## src/spl_regs.vh

```
// Register map, field positions, defaults and timing for the strap latch
// What this block does
// - Slave address is 010 followed by address straps three down to zero.
// - Floating address straps read one, giving default address 0101111.
// - Address straps captured only after power-up or reset, held until next.
// - Class-five strap floats low; low disables, high enables class five.
// - Class-five strap sampled after reset and held until the next reset.
// - Default-mode strap floats high for auto; low gives shutdown after reset.
// - Software may change the operating mode afterwards over the bus.
// - Default-mode strap latched after reset and picks the initial mode.
// - Cadence strap floats high enabling collision avoidance; low disables.
// - Cadence strap latched after reset; later pin changes are ignored.
// - Interrupt pin pulled low while an interrupt is pending, else released.
// - Run-enable low for the minimum time resets; release restores defaults.
// - Strap changes ignored in operation; sampled only at end of reset.
// - Writing the soft reset bit resets all registers and re-latches straps.
// - With cadence active, a failed detection waits two seconds before retry.
`ifndef SPL_REGS_VH
`define SPL_REGS_VH

`define SPL_OFF_STATUS 8'h00
`define SPL_OFF_MASK 8'h04
`define SPL_OFF_CTRL 8'h08
`define SPL_OFF_STRAPS 8'h0C

// Status and mask bit positions
`define SPL_EV_MATCH 0
`define SPL_EV_MISS 1
`define SPL_EV_FAIL 2
`define SPL_EV_RETRY 3
`define SPL_EV_W 4

// Control fields
`define SPL_CTRL_MODE_LO 0
`define SPL_CTRL_MODE_HI 1
`define SPL_CTRL_SOFT_RST 4

// Operating modes
`define SPL_MODE_SHUT 2'b00
`define SPL_MODE_MANUAL 2'b01
`define SPL_MODE_SEMI 2'b10
`define SPL_MODE_AUTO 2'b11

// Fixed upper address bits and floating strap levels
`define SPL_ADDR_HI 3'b010
`define SPL_ADDR_FLOAT 4'b1111
`define SPL_CL5_FLOAT 1'b0
`define SPL_AUTO_FLOAT 1'b1
`define SPL_MID_FLOAT 1'b1

// Timing: reset and retry figures and the clock
`define SPL_CLK_HZ 50000000
`define SPL_HWRST_US 100
`define SPL_RETRY_S 2
// Scaled in two steps so the product stays inside 32-bit integer range
`define SPL_HWRST_CYC ((`SPL_HWRST_US * (`SPL_CLK_HZ / 1000)) / 1000)
`define SPL_RETRY_CYC (`SPL_RETRY_S * `SPL_CLK_HZ)

`endif

```

## src/spl_strap_latch.v

```verilog
// Strap latch, slave address former, reset sequencer and interrupt logic
`timescale 1ns/1ps
`include "spl_regs.vh"

module spl_strap_latch #(
  parameter [31:0] HWRST_CYC = `SPL_HWRST_CYC,
  parameter [31:0] RETRY_CYC = `SPL_RETRY_CYC
)
(
  input wire clk_i,
  input wire rst_i,
  // Wishbone classic slave
  input wire wb_cyc_i,
  input wire wb_stb_i,
  input wire wb_we_i,
  input wire [7:0] wb_adr_i,
  input wire [3:0] wb_sel_i,
  input wire [31:0] wb_dat_i,
  output reg [31:0] wb_dat_o,
  output wire wb_ack_o,
  // Straps and run-enable
  input wire addr_pin_bit0_i,
  input wire addr_pin_bit1_i,
  input wire addr_pin_bit2_i,
  input wire addr_pin_bit3_i,
  input wire high_power_class_strap_i,
  input wire auto_mode_strap_i,
  input wire midspan_strap_i,
  input wire run_en_i,
  // Address compare from the serial front end
  input wire rx_addr_valid_i,
  input wire [6:0] rx_addr_i,
  output reg addr_ack_o,
  // Detection failure from the port sequencer
  input wire det_fail_i,
  output reg retry_hold_o,
  // Latched configuration and internal reset
  output reg [6:0] slave_addr_o,
  output reg class5_en_o,
  output reg midspan_en_o,
  output reg [1:0] mode_o,
  output wire int_reset_o,
  // Open-drain interrupt
  output wire int_n_o,
  output reg int_n_oe_o
);

  reg [6:0] strap_s1_q;
  reg [6:0] strap_s2_q;
  reg hw_rst_q;
  reg [31:0] low_cnt_q;
  reg soft_rst_q;
  reg rst_seen_q;
  reg ack_q;
  reg [`SPL_EV_W-1:0] status_q;
  reg [`SPL_EV_W-1:0] mask_q;
  reg [31:0] retry_cnt_q;
  wire int_rst;
  wire latch_now;
  wire wb_req;
  wire wr_ctrl;
  wire rd_status;
  wire [`SPL_EV_W-1:0] ev_set;
  wire retry_done;

  function sel_hit;
    input [7:0] adr;
    input [7:0] off;
    begin
      sel_hit = (adr == off);
    end
  endfunction

  assign int_rst = rst_i | hw_rst_q | soft_rst_q;
  assign int_reset_o = int_rst;
  // First cycle after every kind of reset ends
  assign latch_now = rst_seen_q & ~int_rst;

  // Straps pass two flops before anyone looks at them
  always @(posedge clk_i)
  begin
    strap_s1_q <= {midspan_strap_i, auto_mode_strap_i,
                   high_power_class_strap_i, addr_pin_bit3_i,
                   addr_pin_bit2_i, addr_pin_bit1_i, addr_pin_bit0_i};
    strap_s2_q <= strap_s1_q;
  end

  // Run-enable low timer; only the external reset or run-enable high clears it, so the
  // hardware reset cannot cancel itself.
  always @(posedge clk_i)
  begin
    if (rst_i)
    begin
      low_cnt_q <= 32'h0000_0000;
      hw_rst_q <= 1'b0;
    end
    else if (run_en_i)
    begin
      low_cnt_q <= 32'h0000_0000;
      hw_rst_q <= 1'b0;
    end
    else
    begin
      if (low_cnt_q < HWRST_CYC)
        low_cnt_q <= low_cnt_q + 32'h0000_0001;
      if (low_cnt_q + 32'h0000_0001 >= HWRST_CYC)
        hw_rst_q <= 1'b1;
    end
  end

  always @(posedge clk_i)
  begin
    if (rst_i)
      rst_seen_q <= 1'b1;
    else
      rst_seen_q <= int_rst;
  end

  // Latched straps; reset values are the floating pin levels
  always @(posedge clk_i)
  begin
    if (int_rst)
    begin
      slave_addr_o <= {`SPL_ADDR_HI, `SPL_ADDR_FLOAT};
      class5_en_o <= `SPL_CL5_FLOAT;
      midspan_en_o <= `SPL_MID_FLOAT;
    end
    else if (latch_now)
    begin
      slave_addr_o <= {`SPL_ADDR_HI, strap_s2_q[3:0]};
      class5_en_o <= strap_s2_q[4];
      midspan_en_o <= strap_s2_q[6];
    end
  end

  assign wb_req = wb_cyc_i & wb_stb_i & ~ack_q;
  assign wb_ack_o = ack_q;
  assign wr_ctrl = wb_req & wb_we_i & wb_sel_i[0] &
                   sel_hit(wb_adr_i, `SPL_OFF_CTRL);
  assign rd_status = wb_req & ~wb_we_i &
                     sel_hit(wb_adr_i, `SPL_OFF_STATUS);

  // One wait state; unmapped addresses ack with zero data
  always @(posedge clk_i)
  begin
    if (rst_i)
    begin
      ack_q <= 1'b0;
      wb_dat_o <= 32'h0000_0000;
    end
    else
    begin
      ack_q <= wb_req;
      if (wb_req & ~wb_we_i)
      begin
        case (wb_adr_i)
          `SPL_OFF_STATUS: wb_dat_o <= {28'h000_0000, status_q};
          `SPL_OFF_MASK: wb_dat_o <= {28'h000_0000, mask_q};
          `SPL_OFF_CTRL: wb_dat_o <= {30'h0000_0000, mode_o};
          `SPL_OFF_STRAPS: wb_dat_o <= {21'h00_0000, midspan_en_o,
                                        class5_en_o, 2'b00, slave_addr_o};
          default: wb_dat_o <= 32'h0000_0000;
        endcase
      end
    end
  end

  // Mode and soft reset. The soft reset bit reads back zero.
  always @(posedge clk_i)
  begin
    if (rst_i)
      soft_rst_q <= 1'b0;
    else
      soft_rst_q <= wr_ctrl & wb_dat_i[`SPL_CTRL_SOFT_RST];
  end

  always @(posedge clk_i)
  begin
    if (int_rst)
      mode_o <= `SPL_MODE_SHUT;
    else if (latch_now)
      mode_o <= strap_s2_q[5] ? `SPL_MODE_AUTO : `SPL_MODE_SHUT;
    else if (wr_ctrl & ~wb_dat_i[`SPL_CTRL_SOFT_RST])
      mode_o <= wb_dat_i[`SPL_CTRL_MODE_HI:`SPL_CTRL_MODE_LO];
  end

  always @(posedge clk_i)
  begin
    if (int_rst)
      mask_q <= {`SPL_EV_W{1'b0}};
    else if (wb_req & wb_we_i & wb_sel_i[0] &
             sel_hit(wb_adr_i, `SPL_OFF_MASK))
      mask_q <= wb_dat_i[`SPL_EV_W-1:0];
  end

  // Address compare
  always @(posedge clk_i)
  begin
    if (int_rst)
      addr_ack_o <= 1'b0;
    else
      addr_ack_o <= rx_addr_valid_i & (rx_addr_i == slave_addr_o);
  end

  // Cadence hold after failed detection; a new failure restarts the wait
  assign retry_done = retry_hold_o & (retry_cnt_q == 32'h0000_0001);
  always @(posedge clk_i)
  begin
    if (int_rst)
    begin
      retry_hold_o <= 1'b0;
      retry_cnt_q <= 32'h0000_0000;
    end
    else if (det_fail_i & midspan_en_o)
    begin
      retry_hold_o <= 1'b1;
      retry_cnt_q <= RETRY_CYC;
    end
    else if (retry_hold_o)
    begin
      retry_cnt_q <= retry_cnt_q - 32'h0000_0001;
      if (retry_done)
        retry_hold_o <= 1'b0;
    end
  end

  assign ev_set[`SPL_EV_MATCH] = rx_addr_valid_i & (rx_addr_i == slave_addr_o);
  assign ev_set[`SPL_EV_MISS] = rx_addr_valid_i & (rx_addr_i != slave_addr_o);
  assign ev_set[`SPL_EV_FAIL] = det_fail_i;
  assign ev_set[`SPL_EV_RETRY] = retry_done;

  // Clear on read; an event in the same cycle survives
  always @(posedge clk_i)
  begin
    if (int_rst)
      status_q <= {`SPL_EV_W{1'b0}};
    else
      status_q <= (rd_status ? {`SPL_EV_W{1'b0}} : status_q) | ev_set;
  end

  assign int_n_o = 1'b0;
  always @(posedge clk_i)
  begin
    if (int_rst)
      int_n_oe_o <= 1'b0;
    else
      int_n_oe_o <= |(status_q & mask_q);
  end

endmodule // spl_strap_latch

```

## config.mk

```make
export PLATFORM = sky130hd
export DESIGN_NAME = spl_strap_latch
export DESIGN_NICKNAME = d
export VERILOG_FILES = /design/src/spl_strap_latch.v
export VERILOG_INCLUDE_DIRS = /design/src
export SDC_FILE = /design/constraint.sdc
export NUM_CORES = 1
export LEC_CHECK = 0
export ABC_CLOCK_PERIOD_IN_PS = 2500
export BUFFER_PORTS_ARGS = -buffer_cell sky130_fd_sc_hd__buf_2
export CAP_MARGIN = 20
export CORE_UTILIZATION = 48
export CTS_CLUSTER_DIAMETER = 60
export DETAILED_ROUTE_END_ITERATION = 10
export PLACE_DENSITY = 0.75
export SYNTH_ARGS = -nofsm -noshare
export SYNTH_HDL_FRONTEND = slang
export SYNTH_SLANG_ARGS = --single-unit
```

## constraint.sdc

```tcl
create_clock -name clk_i -period 2.5 [get_ports clk_i]
set_input_delay 0.5 -clock clk_i [delete_from_list [all_inputs] [get_ports clk_i]]
set_output_delay 0.5 -clock clk_i [all_outputs]
set_load 0.03 [all_outputs]
```

==> run summary <==
Die Area - 10600 um^2
Sequential share of the synthesized area - 44.2%
Worst reg-to-reg setup slack - 0.14 ns
XOR/XNOR Fraction of Synth Area - 8.77%
DIE HEIGHT - 103 um
Crit path time final - 2.36 ns
Max-cap viol count - 0
Most frequent cell after synthesis - dfxtp_1
Finish-stage setup viols - 0
Clk_skew - 0.0158 ns
Adder-Cell Fraction of Synth Area - 0.767%
Worst slew pin tran - 0.694 ns
Worst Path Required - 2.75 ns
Top cell family by delay on the critical path - simple AND/OR/NAND/NOR gates
Worst Path Arrival - 2.61 ns
Hold Crit Depth - 1
Post-Syn Area per Cell - 9.03 um^2
CTS Sinks - 108
Async S/R FF share, synth - 0%
CTS tree - done
Sum of negative setup slack - 0 ns
Peak Freq - 0.424 GHz
Site row count - 36
Core Box Area - 9820 um^2
Antenna-violating nets left - 0
CP peak stage delay - 0.57 ns
Area share of the largest cell type after synthesis - 44.2%
Initial core utilization - 49.9%
Crit share post-route - 94.3%
Worst R2R Start - low_cnt_q[10]
DRC viols - 0
CP endpoint kind - register
Cell variety after synth - 60
CTS Root Cell - clkbuf_8
Ant. Diodes - 0
Wire per inst - 12.7 um
H-tree levels - 3
First-pass GRT wire length - 16.1 mm
Yosys warns - 0
Worst-Skew Late Latency - 0.37 ns
Post-Synth Simple-Gate Area - 24.7%
Final HPWL DP - 7.02 mm
Slowest cell on crit path - or4_4
Tot Pwr - 0.00328 W
RSZ-0062 raised after global routing - no
Max_slew headroom - 53.6%
Initial antenna violation count - 0
Worst VDD drop - 0.496 mV
Mapped cell area - 4900 um^2
Share of cells above drive strength 1 - 18.8%
Top FF cell, synth - dfxtp_1
Worst setup SP type - register
Fin. max-slew vios - 0
Synth area leaders - dfxtp_1 (44%), nor2_1 (5.1%), xnor2_1 (4.8%)
Die Wd - 103 um
Vias - 3889
Yosys top cell by area - dfxtp_1
#FFs+latches synth - 108
Power Density - 595 nW/um^2
DRT iter0 DRCs - 158
Status - finished, final reports clean
WHS Endpoint - strap_s1_q[5]
Multiplexer share of the synthesized area - 3.99%
Top cells by count, synth - dfxtp_1 (108), nor2_1 (67), buf_4 (31), nand2_1 (31), xnor2_1 (27)
Worst slack, placed - 0.0731 ns
Placement-stage cell area - 5290 um^2
GPL Wtd Cong - 0.838
R2R cell count - 6
Clk buf depth - 2
Num ports - 115
Routed WL - 9.45 mm
EDFF count, synth - 0
Crit-path cells - clkinvlp_4, or4_4, or4_1, o2bb2ai_1, a2111oi_2, a31oi_1
Fin nets - 675
Largest net degree at the start of global routing - 23
Drt pass-1 iters - 5
Worst path bufs/invs - 1
Final worst slack - 0.143 ns
Hold_buf cts - 0
Total gr overflow - 0
Worst hold-check path type - in -> reg
Vias in the first global route - 3668
Inserted Clock Buffers - 9
Crit Path Class - reg -> reg
Vias per cell - 5.23
Total GRT Usage - 19.2%
Largest family of logic cells by synthesized area - simple AND/OR/NAND/NOR gates
Max FO, Critical Path - 5
FF-to-FF End - hw_rst_q
Compound-Gate Fraction of Synth Area - 9.51%
Pleak - 2.21 nW
Final Hold Fails - 0
HP Start - auto_mode_strap_i
Final core occ - 56.1%
CTS clk-pin slew, worst paths - 0.12 ns
Count of port buffers added during placement - 55
Layout Cell Area excl Fill - 5510 um^2
Syn Inst Count - 542
Area Overhead vs Synth - 12.4%
[final cells by class]
class                   count  area [um^2]
clock inverters             7         88.8
flip-flops and latches    108         2160
fillers                   915         4310
inverters                  13         52.6
well taps                 133          166
multi-input cells         394         2450
repair buffers             80          463
clock buffers               9          124
[worst max path at each step]
| stage | startpoint | slack, ns | depth (start not counted) | endpoint |
|---|---|---|---|---|
| finish | low_cnt_q[10] | 0.14 | 6 | hw_rst_q |
| detailed placement | low_cnt_q[10] | 0.07 | 6 | hw_rst_q |
| global route | retry_cnt_q[11] | 0.02 | 7 | retry_cnt_q[27] |
| floorplan | retry_hold_o | 0.10 | 7 | retry_cnt_q[30] |
| CTS | low_cnt_q[10] | 0.05 | 6 | hw_rst_q |
| global placement | low_cnt_q[10] | 0.15 | 6 | hw_rst_q |
[cells by family after synthesis]
logic type      count (synthesis)
flops                         108
mux                            17
compound gates                 71
fa+ha+maj                       3
simple gates                  225
other cells                     2
buf+inv                        67
xor+xnor                       49
[routing by layer]
metal	part of all wire, %	GRT usage, %
met1	45	23.1
met5	0	0
met3	4.9	4.54
met2	49	33.5
met4	1.5	6.72
[metrics by stage]
step / std cells / hold slack [ns]
floorplan: 569 / 0.310
global placement: 728 / 0.311
detailed placement: 728 / 0.315
CTS: 744 / 0.198
global route: 744 / 0.184
finish: 744 / 0.211
[state kept, by name, indices dropped and copies added, names as in the netlist]
| register | flops |
|---|---|
| status_q | 4 |
| wb_dat_o | 7 |
| int_n_oe_o | 1 |
| hw_rst_q | 1 |
| low_cnt_q | 32 |
| retry_hold_o | 1 |
| addr_ack_o | 1 |
| midspan_en_o | 1 |
| strap_s1_q | 7 |
| soft_rst_q | 1 |
| wb_ack_o | 1 |
| retry_cnt_q | 32 |
| strap_s2_q | 7 |
| mask_q | 4 |
| slave_addr_o | 4 |
| mode_o | 2 |
| class5_en_o | 1 |
| rst_seen_q | 1 |
[power breakdown]
| part | total (W) | switching (W) | internal, W |
|---|---|---|---|
| clock | 0.00107 | 0.000664 | 0.000407 |
| combinational | 0.000368 | 0.000223 | 0.000144 |
| sequential | 0.00184 | 0.0000554 | 0.00178 |
[cells in the final DEF, fill, tap and decap left out, drive strengths merged, types with 6 or more instances in the layout]
cell    synthesis  routed
a21oi          25      25
nand3          14      14
nor4           15      15
clkbuf         18       9
nand3b          6       6
and2           20      20
nor3           22      22
xnor2          27      27
buf            36      80
nand4          12      12
nor2           67      67
nand2          33      33
o21ai           9       9
mux2i          15      15
dfxtp         108     108
a22oi          12      12
or4             9       9
inv            12      15
xor2           22      22
conb            2      29
[repair_timing]
action                                  4_1_cts  5_1_grt
gates resized for setup                       0        2
buffers inserted                              0        0
endpoints found under the setup margin        0        1
Power figures use the tool's default switching activity.
